`src/rtl/conv_ctrl_defines.svh`:
```
`ifndef CONV_CTRL_DEFINES_SVH
`define CONV_CTRL_DEFINES_SVH
// ---------------------------------------------------------------
// register byte addresses
// ---------------------------------------------------------------
`define OFS_RESULT_LOW 8'h78
`define OFS_RESULT_HIGH 8'h79
`define OFS_CTRL_A 8'h7a
`define OFS_CTRL_B 8'h7b
`define OFS_IN_REF_SEL 8'h7c
`define OFS_DIG_DISABLE 8'h7e
// ---------------------------------------------------------------
// field positions
// ---------------------------------------------------------------
`define CTLA_ENABLE 7
`define CTLA_START 6
`define CTLA_AUTO 5
`define CTLA_DONE 4
`define CTLA_IRQ_EN 3
`define MUX_LEFT_ALIGN 5
// ---------------------------------------------------------------
// reset values, timing counts, reserved reference code and masks
// ---------------------------------------------------------------
`define RESET_BYTE 8'h00
`define FIRST_CONV_CYCLES 5'd25
`define NORMAL_CONV_CYCLES 5'd13
`define REF_RESERVED 2'b10
`define MUX_MASK 8'hef
`define CTLB_MASK 8'h47
`define DID_MASK 8'h3f
`endif

```
`src/rtl/conv_ctrl_pkg.sv`:
```
package conv_ctrl_pkg;
  // conversion sequencer states
  typedef enum logic [1:0] {st_idle, st_convert, st_finish} conv_state_e;
  // selected reference
  typedef enum logic [1:0] {ref_pin, ref_supply, ref_reserved, ref_bandgap} ref_sel_e;
endpackage : conv_ctrl_pkg
```
`src/rtl/analog_converter_control.sv`:
```
`timescale 1ns/100ps
`default_nettype none
`include "conv_ctrl_defines.svh"
// Summary of operation
// - reference code 00 pin, 01 supply, 11 bandgap
// - reference/channel changes apply after conversion completes
// - left-align bit changes readout immediately
// - selection register bit 4 reads zero
// - channel codes 0-7 inputs, 14 bandgap, 15 ground
// - enable powers; clearing aborts conversion
// - first conversion 25 clocks, later 13
// - start bit starts one; free running continues
// - start reads busy; writing zero ignored
// - auto trigger starts on source rising edge
// - done flag set on finish; vector/one clears
// - interrupt when flag, enable, global all set
// - prescaler divides by 2 up to 128
// - result byte layout follows alignment bit
// - low-byte read locks result until high read
// - trigger source code table: code 0 free running, codes 1-7 sources
// - rising flag edge; ignored when auto off
// - source switch may trigger; free running never
// - disable bit blanks matching digital input
// - free running restarts on each completion
module analog_converter_control
  import conv_ctrl_pkg::*;
#(
  parameter int RES_W = 10
)(
  // clock and reset
  input wire logic ref_clk,
  input wire logic resetn,
  // avalon-mm slave
  input wire logic [7:0] avs_address,
  input wire logic avs_read,
  input wire logic avs_write,
  input wire logic [31:0] avs_writedata,
  output logic [31:0] avs_readdata,
  output logic avs_waitrequest,
  // analog core
  output logic [1:0] reference_select,
  output logic [3:0] channel_select,
  output logic converter_power,
  output logic sample_start,
  output logic conv_clk_en,
  input wire logic core_done,
  input wire logic [RES_W-1:0] conversion_result,
  // trigger flags, sources 1..7 at bits 1..7, bit 0 unused
  input wire logic [7:0] trigger_flags,
  // cpu interrupt
  input wire logic global_irq_enable,
  input wire logic irq_vector_taken,
  output logic conversion_irq,
  // digital input buffers of analog pins 0..5
  input wire logic [5:0] pin_raw,
  output logic [5:0] pin_value,
  output logic [5:0] input_buffer_disable
);
  // ---------------------------------------------------------------
  // register state
  // ---------------------------------------------------------------
  logic [7:0] in_ref_sel_ff; // software view of selection register
  logic [1:0] ref_active_ff; // reference used by the core
  logic [3:0] chan_active_ff; // channel used by the core
  logic converter_enable_ff;
  logic auto_trigger_enable_ff;
  logic conversion_done_flag_ff;
  logic completion_irq_enable_ff;
  logic [2:0] clock_divider_select_ff;
  logic [7:0] ctrl_b_ff;
  logic [5:0] did_ff;
  logic [RES_W-1:0] result_ff;
  logic lock_ff; // low byte read, waiting for high
  logic first_pending_ff; // next conversion is the long one
  conv_state_e state_ff;
  logic [4:0] cycles_ff; // converter clocks left
  logic [6:0] presc_ff;
  logic [7:0] trig_sel_d_ff; // selected flag, previous cycle
  logic [7:0] pin_s1_ff;
  logic [5:0] pin_s2_ff;
  logic ack_ff; // one wait state per access
  logic [31:0] rdata_ff;
  // ---------------------------------------------------------------
  // bus decode
  // ---------------------------------------------------------------
  logic wr_go, rd_go, wr_a, wr_b, wr_mux, wr_did;
  logic [7:0] wd;
  logic busy, finish, start_req, trig_edge, sel_flag;
  logic [7:0] res_hi, res_lo;
  assign wd = avs_writedata[7:0];
  // writes land at the edge where waitrequest is low, never earlier
  assign wr_go = avs_write & ack_ff;
  assign rd_go = avs_read & ~ack_ff;
  // waitrequest drops for one cycle after the access is seen
  assign avs_waitrequest = (avs_read | avs_write) & ~ack_ff;
  assign wr_a = wr_go & (avs_address == `OFS_CTRL_A);
  assign wr_b = wr_go & (avs_address == `OFS_CTRL_B);
  assign wr_mux = wr_go & (avs_address == `OFS_IN_REF_SEL);
  assign wr_did = wr_go & (avs_address == `OFS_DIG_DISABLE);
  assign busy = (state_ff != st_idle);
  assign avs_readdata = rdata_ff;

  // access handshake flop
  always_ff @(posedge ref_clk)
  begin
    if (!resetn)
      ack_ff <= 1'b0;
    else
      ack_ff <= (avs_read | avs_write) & ~ack_ff;
  end

  // ---------------------------------------------------------------
  // result byte layout
  // ---------------------------------------------------------------
  always_comb
  begin
    if (in_ref_sel_ff[`MUX_LEFT_ALIGN])
    begin
      res_hi = result_ff[9:2];
      res_lo = {result_ff[1:0], 6'h00};
    end
    else
    begin
      res_hi = {6'h00, result_ff[9:8]};
      res_lo = result_ff[7:0];
    end
  end

  // read data, registered; unmapped reads return zero
  always_ff @(posedge ref_clk)
  begin
    if (!resetn)
      rdata_ff <= 32'h0000_0000;
    else if (rd_go)
    begin
      case (avs_address)
        `OFS_RESULT_LOW: rdata_ff <= {24'h0, res_lo};
        `OFS_RESULT_HIGH: rdata_ff <= {24'h0, res_hi};
        `OFS_CTRL_A: rdata_ff <= {24'h0, converter_enable_ff, busy, auto_trigger_enable_ff,
          conversion_done_flag_ff, completion_irq_enable_ff, clock_divider_select_ff};
        `OFS_CTRL_B: rdata_ff <= {24'h0, ctrl_b_ff};
        `OFS_IN_REF_SEL: rdata_ff <= {24'h0, in_ref_sel_ff & `MUX_MASK};
        `OFS_DIG_DISABLE: rdata_ff <= {26'h0, did_ff};
        default: rdata_ff <= 32'h0000_0000;
      endcase
    end
  end

  // ---------------------------------------------------------------
  // software registers
  // ---------------------------------------------------------------
  // selection register; bit 4 never stored
  always_ff @(posedge ref_clk)
  begin
    if (!resetn)
      in_ref_sel_ff <= `RESET_BYTE;
    else if (wr_mux)
      in_ref_sel_ff <= wd & `MUX_MASK;
  end

  // core sees selection only between conversions
  always_ff @(posedge ref_clk)
  begin
    if (!resetn)
    begin
      ref_active_ff <= 2'b00;
      chan_active_ff <= 4'h0;
    end
    else if (!busy || finish)
    begin
      ref_active_ff <= in_ref_sel_ff[7:6];
      chan_active_ff <= in_ref_sel_ff[3:0];
    end
  end
  // reserved reference code falls back to the pin, a safe choice
  assign reference_select = (ref_active_ff == `REF_RESERVED) ? 2'b00 : ref_active_ff;
  assign channel_select = chan_active_ff;

  // control a fields
  always_ff @(posedge ref_clk)
  begin
    if (!resetn)
    begin
      converter_enable_ff <= 1'b0;
      auto_trigger_enable_ff <= 1'b0;
      completion_irq_enable_ff <= 1'b0;
      clock_divider_select_ff <= 3'b000;
    end
    else if (wr_a)
    begin
      converter_enable_ff <= wd[`CTLA_ENABLE];
      auto_trigger_enable_ff <= wd[`CTLA_AUTO];
      completion_irq_enable_ff <= wd[`CTLA_IRQ_EN];
      clock_divider_select_ff <= wd[2:0];
    end
  end

  // control b keeps only the source and comparator bits
  always_ff @(posedge ref_clk)
  begin
    if (!resetn)
      ctrl_b_ff <= `RESET_BYTE;
    else if (wr_b)
      ctrl_b_ff <= wd & `CTLB_MASK;
  end

  // digital input disables
  always_ff @(posedge ref_clk)
  begin
    if (!resetn)
      did_ff <= 6'h00;
    else if (wr_did)
      did_ff <= wd[5:0] & 6'(`DID_MASK);
  end
  assign input_buffer_disable = did_ff;

  // pins are asynchronous, two flops then masking
  always_ff @(posedge ref_clk)
  begin
    if (!resetn)
    begin
      pin_s1_ff <= 8'h00;
      pin_s2_ff <= 6'h00;
      pin_value <= 6'h00;
    end
    else
    begin
      pin_s1_ff <= {2'b00, pin_raw};
      pin_s2_ff <= pin_s1_ff[5:0];
      // new mask applies at the write edge, so a set bit never lets a one through
      pin_value <= pin_s2_ff & ~(wr_did ? wd[5:0] : did_ff);
    end
  end

  // ---------------------------------------------------------------
  // prescaler
  // ---------------------------------------------------------------
  logic [6:0] div_mask;
  always_comb
  begin
    case (clock_divider_select_ff)
      3'd0, 3'd1: div_mask = 7'h01;
      3'd2: div_mask = 7'h03;
      3'd3: div_mask = 7'h07;
      3'd4: div_mask = 7'h0f;
      3'd5: div_mask = 7'h1f;
      3'd6: div_mask = 7'h3f;
      default: div_mask = 7'h7f;
    endcase
  end
  // free counter held while off, so power-up starts aligned
  always_ff @(posedge ref_clk)
  begin
    if (!resetn || !converter_enable_ff)
      presc_ff <= 7'h00;
    else
      presc_ff <= presc_ff + 7'h01;
  end
  assign conv_clk_en = converter_enable_ff && ((presc_ff & div_mask) == div_mask);

  // ---------------------------------------------------------------
  // trigger sources
  // ---------------------------------------------------------------
  // selected flag; code 0 free running never yields an edge
  assign sel_flag = (ctrl_b_ff[2:0] != 3'd0) && trigger_flags[ctrl_b_ff[2:0]];
  always_ff @(posedge ref_clk)
  begin
    if (!resetn)
      trig_sel_d_ff <= 8'h00;
    else
      trig_sel_d_ff <= {7'h00, sel_flag};
  end
  // compare of selected flag covers source switching too
  assign trig_edge = auto_trigger_enable_ff && sel_flag && !trig_sel_d_ff[0];

  // start request from software or trigger; free running restarts in the sequencer at finish
  // a write that clears the enable cancels any start seen with it
  logic keep_on;
  assign keep_on = !(wr_a && !wd[`CTLA_ENABLE]);
  assign start_req = converter_enable_ff && !busy && keep_on &&
    ((wr_a && wd[`CTLA_START]) || trig_edge);
  // a start written with enable in the same write
  logic start_with_en;
  assign start_with_en = wr_a && wd[`CTLA_ENABLE] && wd[`CTLA_START] && !busy;

  // ---------------------------------------------------------------
  // conversion sequencer
  // ---------------------------------------------------------------
  logic free_run;
  assign free_run = auto_trigger_enable_ff && (ctrl_b_ff[2:0] == 3'd0);
  // a conversion cut off by disable never completes
  assign finish = (state_ff == st_finish) && converter_enable_ff;
  always_ff @(posedge ref_clk)
  begin
    if (!resetn)
    begin
      state_ff <= st_idle;
      cycles_ff <= 5'd0;
      first_pending_ff <= 1'b1;
    end
    else if (!converter_enable_ff && !start_with_en)
    begin
      state_ff <= st_idle;
      first_pending_ff <= 1'b1;
    end
    else
    begin
      case (state_ff)
        st_idle:
          if (start_req || start_with_en)
          begin
            state_ff <= st_convert;
            cycles_ff <= first_pending_ff ? `FIRST_CONV_CYCLES : `NORMAL_CONV_CYCLES;
            first_pending_ff <= 1'b0;
          end
        st_convert:
          if (conv_clk_en)
          begin
            if (cycles_ff == 5'd1)
              state_ff <= st_finish;
            else
              cycles_ff <= cycles_ff - 5'd1;
          end
        st_finish:
          if (free_run)
          begin
            state_ff <= st_convert;
            cycles_ff <= `NORMAL_CONV_CYCLES;
          end
          else
            state_ff <= st_idle;
        default: state_ff <= st_idle;
      endcase
    end
  end
  assign converter_power = converter_enable_ff;
  // free running restarts sample too, with the selection still in force
  assign sample_start = ((state_ff == st_idle) && (start_req || start_with_en)) ||
    (finish && free_run && keep_on);

  // ---------------------------------------------------------------
  // result, lock and flag
  // ---------------------------------------------------------------
  logic rd_lo, rd_hi;
  assign rd_lo = rd_go && (avs_address == `OFS_RESULT_LOW);
  assign rd_hi = rd_go && (avs_address == `OFS_RESULT_HIGH);
  always_ff @(posedge ref_clk)
  begin
    if (!resetn)
      lock_ff <= 1'b0;
    else if (rd_lo)
      lock_ff <= 1'b1;
    else if (rd_hi)
      lock_ff <= 1'b0;
  end
  // core_done is ignored: the sequencer count marks completion
  always_ff @(posedge ref_clk)
  begin
    if (!resetn)
      result_ff <= 10'h000;
    else if (finish && !lock_ff)
      result_ff <= conversion_result;
  end
  // set beats clear when both land in one cycle
  always_ff @(posedge ref_clk)
  begin
    if (!resetn)
      conversion_done_flag_ff <= 1'b0;
    else if (finish)
      conversion_done_flag_ff <= 1'b1;
    else if (irq_vector_taken || (wr_a && wd[`CTLA_DONE]))
      conversion_done_flag_ff <= 1'b0;
  end
  assign conversion_irq = conversion_done_flag_ff && completion_irq_enable_ff && global_irq_enable;
  logic unused_ok;
  assign unused_ok = core_done & trig_sel_d_ff[7];
endmodule : analog_converter_control
`default_nettype wire

```
`config.mk`:
```
export PLATFORM = sky130hd
export DESIGN_NAME = analog_converter_control
export DESIGN_NICKNAME = d
export VERILOG_FILES = /design/src/rtl/conv_ctrl_pkg.sv /design/src/rtl/analog_converter_control.sv
export VERILOG_INCLUDE_DIRS = /design/src /design/src/rtl
export SDC_FILE = /design/constraint.sdc
export NUM_CORES = 1
export LEC_CHECK = 0
export BUFFER_PORTS_ARGS = -buffer_cell sky130_fd_sc_hd__buf_2
export CORE_MARGIN = 2
export CORE_UTILIZATION = 55
export DETAILED_ROUTE_END_ITERATION = 12
export PLACE_DENSITY_LB_ADDON = 0.3
export SYNTH_ARGS = -nofsm -noshare
export SYNTH_HDL_FRONTEND = slang
export SYNTH_SLANG_ARGS = --single-unit
```
`constraint.sdc`:
```
create_clock -name ref_clk -period 10.5 [get_ports ref_clk]
set_clock_uncertainty 0.15 [all_clocks]
set_input_delay 3.15 -clock ref_clk [delete_from_list [all_inputs] [get_ports ref_clk]]
set_output_delay 3.15 -clock ref_clk [all_outputs]
set_load 0.1 [all_outputs]
```
## Yosys cells after proc, flatten, opt, wreduce, memory -nomap -nowiden

Cells that the tools add are included.

| word-level totals | value |
|---|---|
| ROM bits | 0 |
| register bits | 108 |
| bits in latches | 0 |
| memories kept | 0 |
| RAM bits | 0 |
| input port bits | 71 |
| output and inout bits | 55 |
| logic and storage cells | 135 |

| cells by class | value |
|---|---|
| multiplexer cells | 23 |
| shifts and indexed selects | 0 |
| equality and inequality tests | 22 |
| magnitude comparators | 1 |
| div/mod/pow operators | 0 |
| bitwise logic cells | 14 |
| reduce and logical (&&, ||, !) cells | 51 |
| $add $sub $neg | 2 |
| multiply operators | 0 |

Operator list:

| kind | count |
|---|---|
| 8-bit by 7-bit == test with 1-bit output (second input constant) | 6 |
| 8-bit case mux with 6 select lines | 1 |
| 7-bit case mux with 6 select lines | 1 |
| 5-bit two-way mux | 5 |
| 1-bit logical AND | 24 |
| 8-bit two-way mux | 2 |
| 5-bit case mux with 3 select lines | 1 |
| 2-bit inequality test (second input constant) | 5 |
| 3-bit == test (second input constant) | 3 |
| 1-bit zero test | 8 |
| 2-bit two-way mux | 4 |
| 7-bit by 1-bit adder with 7-bit output (second input constant) | 1 |
| 1-bit AND | 7 |
| 7-bit AND | 1 |
| 7-bit == test | 1 |
| 6-bit AND | 1 |
| 3-bit by 2-bit == test with 1-bit output (second input constant) | 2 |
| 3-bit zero test | 2 |
| 1-bit logical OR | 6 |
| 1-bit two-way mux | 6 |
| 6-bit two-way mux | 1 |
| 6-bit inverter | 1 |
| 2-bit case mux with 3 select lines | 1 |
| 6-bit AND reduction | 1 |
| 15 further kinds | 22 |

## Logic depth before layout (Yosys ltp)

Gate-level depths: netlist of run 1.

| depth | value |
|---|---|
| depth after elaboration | 10 |
| depth in mapped cells | 8 |
| mapped depth without buffers | 7 |

## Least setup slack after synthesis of run 1

No wires, ideal clock.

| timing path | value |
|---|---|
| path type | in2out |
| from | input avs_address[7] |
| to | output sample_start |
| required time | 7200 ps |
| path slack | 2074 ps |
| arrival time | 5126 ps |
| stages | 5 |
| path buffers | 0 |
| path through | nand4b_2 > nor3_2 > o2bb2ai_1 > and3_1 > o21bai_1 |

| on the way | value |
|---|---|
| word-level cells in the longest chain between the ends | 9 |
| elaborated cells between the ends (all ways) | 15 |
| those cells by class | eq/ne: 1; bitwise: 1; reduce/logical: 13 |

RTL lines:

| element | line | source |
|---|---|---|
| start: declaration | analog_converter_control.sv:34 | `input wire logic [7:0] avs_address,` |
| 8-bit by 7-bit == test with 1-bit output * | n/a |  |
| 1-bit AND * | analog_converter_control.sv:96 | `` assign wr_a = wr_go & (avs_address == `OFS_CTRL_A); `` |
| 1-bit logical AND | analog_converter_control.sv:279 | `` assign keep_on = !(wr_a && !wd[`CTLA_ENABLE]); `` |
| 1-bit zero test | analog_converter_control.sv:279 |  |
| 1-bit logical AND (2 in series) | analog_converter_control.sv:280 | `assign start_req = converter_enable_ff && !busy && keep_on &&` |
| 1-bit logical OR | analog_converter_control.sv:338 | `assign sample_start = ((state_ff == st_idle) && (start_req \|\| start_with_en)) \|\|` |
| 1-bit logical AND | analog_converter_control.sv:338 |  |
| 1-bit logical OR * | analog_converter_control.sv:338 |  |
| end: declaration | analog_converter_control.sv:44 | `output logic sample_start,` |

Mark *: on every way between the ends. The rest lies on a longest branch, timed or not.

## Final worst setup path of run 1

| timing path | value |
|---|---|
| from | input avs_address[1] |
| to | output sample_start |

The elaborated chain is that of the path after synthesis.

==> impl_metrics.ini, run 1 <==
[status]
outcome = completed

[power_and_ir_drop]
p_switching_uw = 213
peakVddDrop_mv = 0.145
p_sw_share_pct = 33.1
power_uw = 643
power.leakage_nw = 1.86
p_seq_share_pct = 50.6
power_frac_clock_pct = 35.8
pwr_density_cell_mw_per_mm2 = 143
intPower_uw = 430
power_frac_comb_pct = 13.6

[synthesis]
avgSynthCellArea_sq_um = 8.81
syn_inst = 454
synthArstFlopShare_pct = 0
synth-edff-count = 0
ys_types = 59
yosys_most_used_dff = dfxtp_1
syn_area_sq_mm = 0.00400
yosys.area.top_type = dfxtp_1
ys_seq_elements = 84
ys_seq_area_share_pct = 42.1
synth_top_area_share_pct = 42.1
yosys_warnings = 0
synth.area.top_cells = dfxtp_1 42%, mux2i_1 8.0%, nand2_1 5.8%, buf_4 4.5%, nor2_1 3.8%

[grt]
grt_start_max_net_pins = 50
grt_pass1_wl_um = 14800
antenna_found_initial = 0
track_usage_pct = 24.3
grt.overflow.total = 0
grt_pass1_vias = 3101

[detailed_routing]
drc = 0
ant_nets = 0
vias = 3412
dr.first_iter.drc_count = 261
wire_per_inst_um = 15.2
vias_per_cell = 5.49
wirelength_um = 9430
dr.pass1.iters = 5

[floorplanning]
ios = 126
dieWidth_um = 89.3
rows = 31
die_h_um = 89.3
start_util_pct = 56.0
die-area_sq_mm = 0.00797
core_area_sq_mm = 0.00714

[timing]
fin_crit_sh_pct = 82.2
setup_viol = 0
tns_ps = 0
whs_ps = 292
period_minus_slack_ps = 8630
worst_pin_slew_ps = 837
finalHoldViolCount = 0
drv_slew = 0
slew_headroom_pct = 43.9
fmax_ghz = 0.116
rsz0062_at_grt = no

[layout]
area_delta_synth_final_pct = 12.6
final_cell_mix = 84 x dfxtp_1, 75 x buf_2, 62 x nand2_1
layout_commonest_cell = dfxtp_1
n_antenna_cell = 0
n_fill_cell = 659
drive_above_1_share_pct = 18.9
post-route-util_pct = 63.1
nets = 596

[cts]
clock_path_buffers = 2
ctsResizeCount = 0
cts_hold_buf = 0
root_buffer = clkbuf_8
clk_pin_slew_ps = 100
cts_sinks = 84
clk_latency_ps = 360
htree_levels = 3
numCtsBuffers = 9
tritoncts = done
post_cts.repair.setup_buffers = 0

[placed_design]
portBuffers = 75
place.gp.congestion = 0.894
hpwlAfterDp_um = 6880

[critical_path]
path_max_fanout = 21
critPathArrivalTime_ps = 5330
worstSetupPathType = input port to output port
required_ps = 7200
worstSetupEndpointType = output port
critPathLaunchType = input port

[worst_hold_path]
hold_path_class = flop to flop

[flow_run]
cap_violations = 0
==> sequential cells by signal (all words and copies together) (netlist names), 2 cells and up <==
name	count
ctrl_b_ff	4
pin_value	6
in_ref_sel_ff	7
clock_divider_select_ff	3
pin_s2_ff	6
ref_active_ff	2
channel_select	4
presc_ff	7
input_buffer_disable	6
cycles_ff	5
avs_readdata	8
pin_s1_ff	6
result_ff	10
state_ff	2
==> kinds of logic (layout without fill, tap and decap cells) <==
family | count (synthesis) | count (layout) | synth area share [%]
buffers and inverters | 56 | 102 | 7.98
flip-flops | 84 | 84 | 42.1
XOR/XNOR | 8 | 8 | 1.75
multiplexers | 36 | 36 | 9.42
AO/OA/AOI/OAI | 79 | 79 | 13.5
AND/OR/NAND/NOR | 183 | 183 | 23.0
other | 1 | 24 | 0.0938
adder cells (fa/ha/maj) | 7 | 7 | 2.19
==> worst max-delay path: stages <==
cell and delay, ps:
buf_2 310, nand3b_1 250, nor3_2 690, o2bb2ai_1 170, and3_1 190, o21bai_1 120, buf_2 440
==> power by group through the flow <==
stage | Clock, mW | Sequential, mW | Combinational (mW)
finish | 0.230 | 0.325 | 0.0874
global route | 0.246 | 0.326 | 0.0916
CTS | 0.234 | 0.325 | 0.0871
detailed placement | 0 | 0.332 | 0.0869
global placement | 0 | 0.332 | 0.0865
floorplan | 0 | 0.347 | 0.0629
==> cell usage after synthesis (2+ instances only) <==
| master | instances |
|---|---|
| dfxtp_1 | 84 |
| nand2_1 | 62 |
| nor2_1 | 41 |
| mux2i_1 | 32 |
| a21oi_1 | 28 |
| buf_4 | 24 |
| and3_1 | 15 |
| and2_1 | 13 |
| clkbuf_1 | 13 |
| nand3_1 | 12 |
| o21ai_0 | 12 |
| inv_1 | 10 |
| a221oi_1 | 7 |
| ha_1 | 7 |
| nor2b_1 | 7 |
| nand2b_1 | 6 |
| nand3b_1 | 5 |
| nor3_1 | 5 |
| xor2_1 | 5 |
| a31oi_1 | 3 |
| buf_1 | 3 |
| buf_2 | 3 |
| mux2_1 | 3 |
| o31ai_1 | 3 |
| xnor2_1 | 3 |
| a211oi_1 | 2 |
| a222oi_1 | 2 |
| a22oi_1 | 2 |
| a311oi_1 | 2 |
| a31o_1 | 2 |
| and4b_1 | 2 |
| buf_6 | 2 |
| nor3b_1 | 2 |
| nor4_2 | 2 |
| nor4b_1 | 2 |
| o211ai_1 | 2 |
| o21ai_1 | 2 |
| o21bai_1 | 2 |
| or4_1 | 2 |
==> stage by stage <==
stage	cells	instance area, sq um	setup WS [ps]
finish	622	4500	1870
global route	622	4500	1660
CTS	622	4500	1870
detailed placement	606	4310	1880
global placement	606	4310	1920
floorplan	477	4090	2070
==> final cells by class <==
class                      count  area, sq um  share of cell area, %
clock inverter                 7         73.8                   1.64
timing repair buffer          75          375                   8.33
sequential                    84         1680                   37.3
multi-input combinational    337         2080                   46.3
inverter                      11         41.3                  0.917
clock buffer                   9          124                   2.75
tap                           99          124                   2.75
==> path summary, 6_finish.rpt <==
path / from / end / slack, ps / cells past startpoint
max: avs_address[1] / sample_start / 1870 / 7
min: pin_s1_ff[1]$_SDFF_PN0_ / pin_s2_ff[1]$_SDFF_PN0_ / 290 / 1
max reg2reg: state_ff[1]$_SDFFE_PP0P_ / cycles_ff[0]$_SDFFE_PN0P_ / 8080 / 7
min reg2reg: pin_s1_ff[1]$_SDFF_PN0_ / pin_s2_ff[1]$_SDFF_PN0_ / 290 / 1
==> metal layers <==
metal  share of wire [%]  vias to the layer above  track usage, %
met1                  46                     1607            31.9
met2                  46                      122            39.5
met5                   0                        -               0
li1                    -                     1668               -
met4                 1.9                        0            9.23
met3                 6.8                       15            4.99
(Power assumes the default switching activity.)
==> run 2: changes to the inputs <==
--- a/config.mk
+++ b/config.mk
@@ -8,7 +8,7 @@
 export LEC_CHECK = 0
 export BUFFER_PORTS_ARGS = -buffer_cell sky130_fd_sc_hd__buf_2
 export CORE_MARGIN = 2
-export CORE_UTILIZATION = 55
+export CORE_UTILIZATION = 51
 export DETAILED_ROUTE_END_ITERATION = 12
 export PLACE_DENSITY_LB_ADDON = 0.3
 export SYNTH_ARGS = -nofsm -noshare
==> constraint.sdc (replaced) <==
create_clock -name ref_clk -period 8 [get_ports ref_clk]
set_clock_uncertainty 0.15 [all_clocks]
set_input_delay 2.4 -clock ref_clk [delete_from_list [all_inputs] [get_ports ref_clk]]
set_output_delay 2.4 -clock ref_clk [all_outputs]
set_load 0.1 [all_outputs]
==> impl_metrics.ini, run 2 (synthesized netlist as in run 1, its figures left out) <==
[placed_design]
portBuffers = 75
hpwlAfterDp_um = 6920
dpl_cell_area_sq_mm = 0.00432
place.gp.congestion = 0.924
dp_cells = 610

[layout]
final_area_sq_mm = 0.00451
area_delta_synth_final_pct = 12.8
fin_cells = 626
largest_register_ffs = 10
nets = 597
final_cell_mix = 84 x dfxtp_1, 75 x buf_2, 62 x nand2_1
n_antenna_cell = 0
post-route-util_pct = 59.0
regMostFlops = result_ff
drive_above_1_share_pct = 19.1
layout_commonest_cell = dfxtp_1

[critical_path]
required_ps = 5450
worstSetupPathType = input port to output port
crit_path_start = avs_address[1]
cpMostUsedCell = buf_2
critPathSlowestCell = buf_2
path_max_fanout = 21
worstSetupEndpointType = output port
rr_startpoint = state_ff[0]$_SDFFE_PP0P_
critPathArrivalTime_ps = 4100
path_delay_family = buffers and inverters
critPathMaxStageDelay_ps = 440
critPathLaunchType = input port
cp_cell_sequence = buf_2 -> nand3b_1 -> nor3_2 -> o2bb2ai_1 -> and3_1 -> o21bai_1 -> buf_2
worst-path-buf-inv = 2

[worst_hold_path]
min-delay-start = pin_s1_ff[5]$_SDFF_PN0_
hold_path_class = flop to flop

[detailed_routing]
drc = 0
vias_per_cell = 5.37
dr.first_iter.drc_count = 210
vias = 3362
wirelength_um = 9510
wire_per_inst_um = 15.2
ant_nets = 0
dr.pass1.iters = 4

[cts]
clk_latency_ps = 370
cts_sinks = 84
root_buffer = clkbuf_8
htree_levels = 3
clk_pin_slew_ps = 100
numCtsBuffers = 9
tritoncts = done
clock_path_buffers = 2
cts_hold_buf = 0
post_cts.repair.setup_buffers = 0
ctsResizeCount = 0

[timing]
period_minus_slack_ps = 6650
worst_pin_slew_ps = 832
drv_slew = 0
slew_headroom_pct = 44.5
fin_crit_sh_pct = 83.1
setup_viol = 0
finalHoldViolCount = 0
rsz0062_at_grt = no
fmax_ghz = 0.150
tns_ps = 0

[status]
outcome = completed

[grt]
grt_pass1_wl_um = 15400
grt.overflow.total = 0
track_usage_pct = 22.9
antenna_found_initial = 0
grt_start_max_net_pins = 50
grt_pass1_vias = 3151

[power_and_ir_drop]
pwr_density_cell_mw_per_mm2 = 186
power_uw = 839
peakVddDrop_mv = 0.108
power.leakage_nw = 1.86

[floorplanning]
rows = 32
die_h_um = 92.6
die-area_sq_mm = 0.00857
core_area_sq_mm = 0.00765
ios = 126
start_util_pct = 52.3
dieWidth_um = 92.6

[flow_run]
cap_violations = 0
==> run 2: cell types whose count changed in the layout (fill, tap and decap cells not counted), sizes merged <==
cell | before | now
buf | 75 | 76
clkinvlp | 0 | 1
inv | 16 | 15
==> run 2: cell type report <==
class,count,area (sq um)
Fill cell,731,3140
Multi-Input combinational cell,337,2080
Sequential cell,84,1680
Timing Repair Buffer,76,383
Tap cell,102,128
Clock buffer,9,124
Clock inverter,7,67.6
Inverter,11,41.3
==> run 2: final timing paths <==
| kind | cells after the start | endpoint | slack [ps] |
|---|---|---|---|
| setup / recovery | 7 | sample_start | 1350 |
| hold / removal | 1 | pin_s2_ff[5]$_SDFF_PN0_ | 290 |
| setup reg to reg | 7 | cycles_ff[0]$_SDFFE_PN0P_ | 5550 |
| hold reg to reg | 1 | pin_s2_ff[5]$_SDFF_PN0_ | 290 |
==> run 2: power breakdown <==
part	total [mW]	switching, mW	internal [mW]
registers	0.427	0.00273	0.424
clock network	0.297	0.177	0.120
logic	0.115	0.0978	0.0171
==> run 2: per-layer routing <==
metal	global-route usage, %	part of all wire [%]
met1	30.2	46
met2	36.6	46
met3	5.37	6.5
met4	8.58	1.7
met5	0	0
==> run 2: through the flow <==
stage	hold WS [ps]	worst slack (ps)
after floorplan	262	1070
after global placement	263	1450
after detailed placement	269	1390
after CTS	293	1390
after global routing	306	1260
final	293	1350
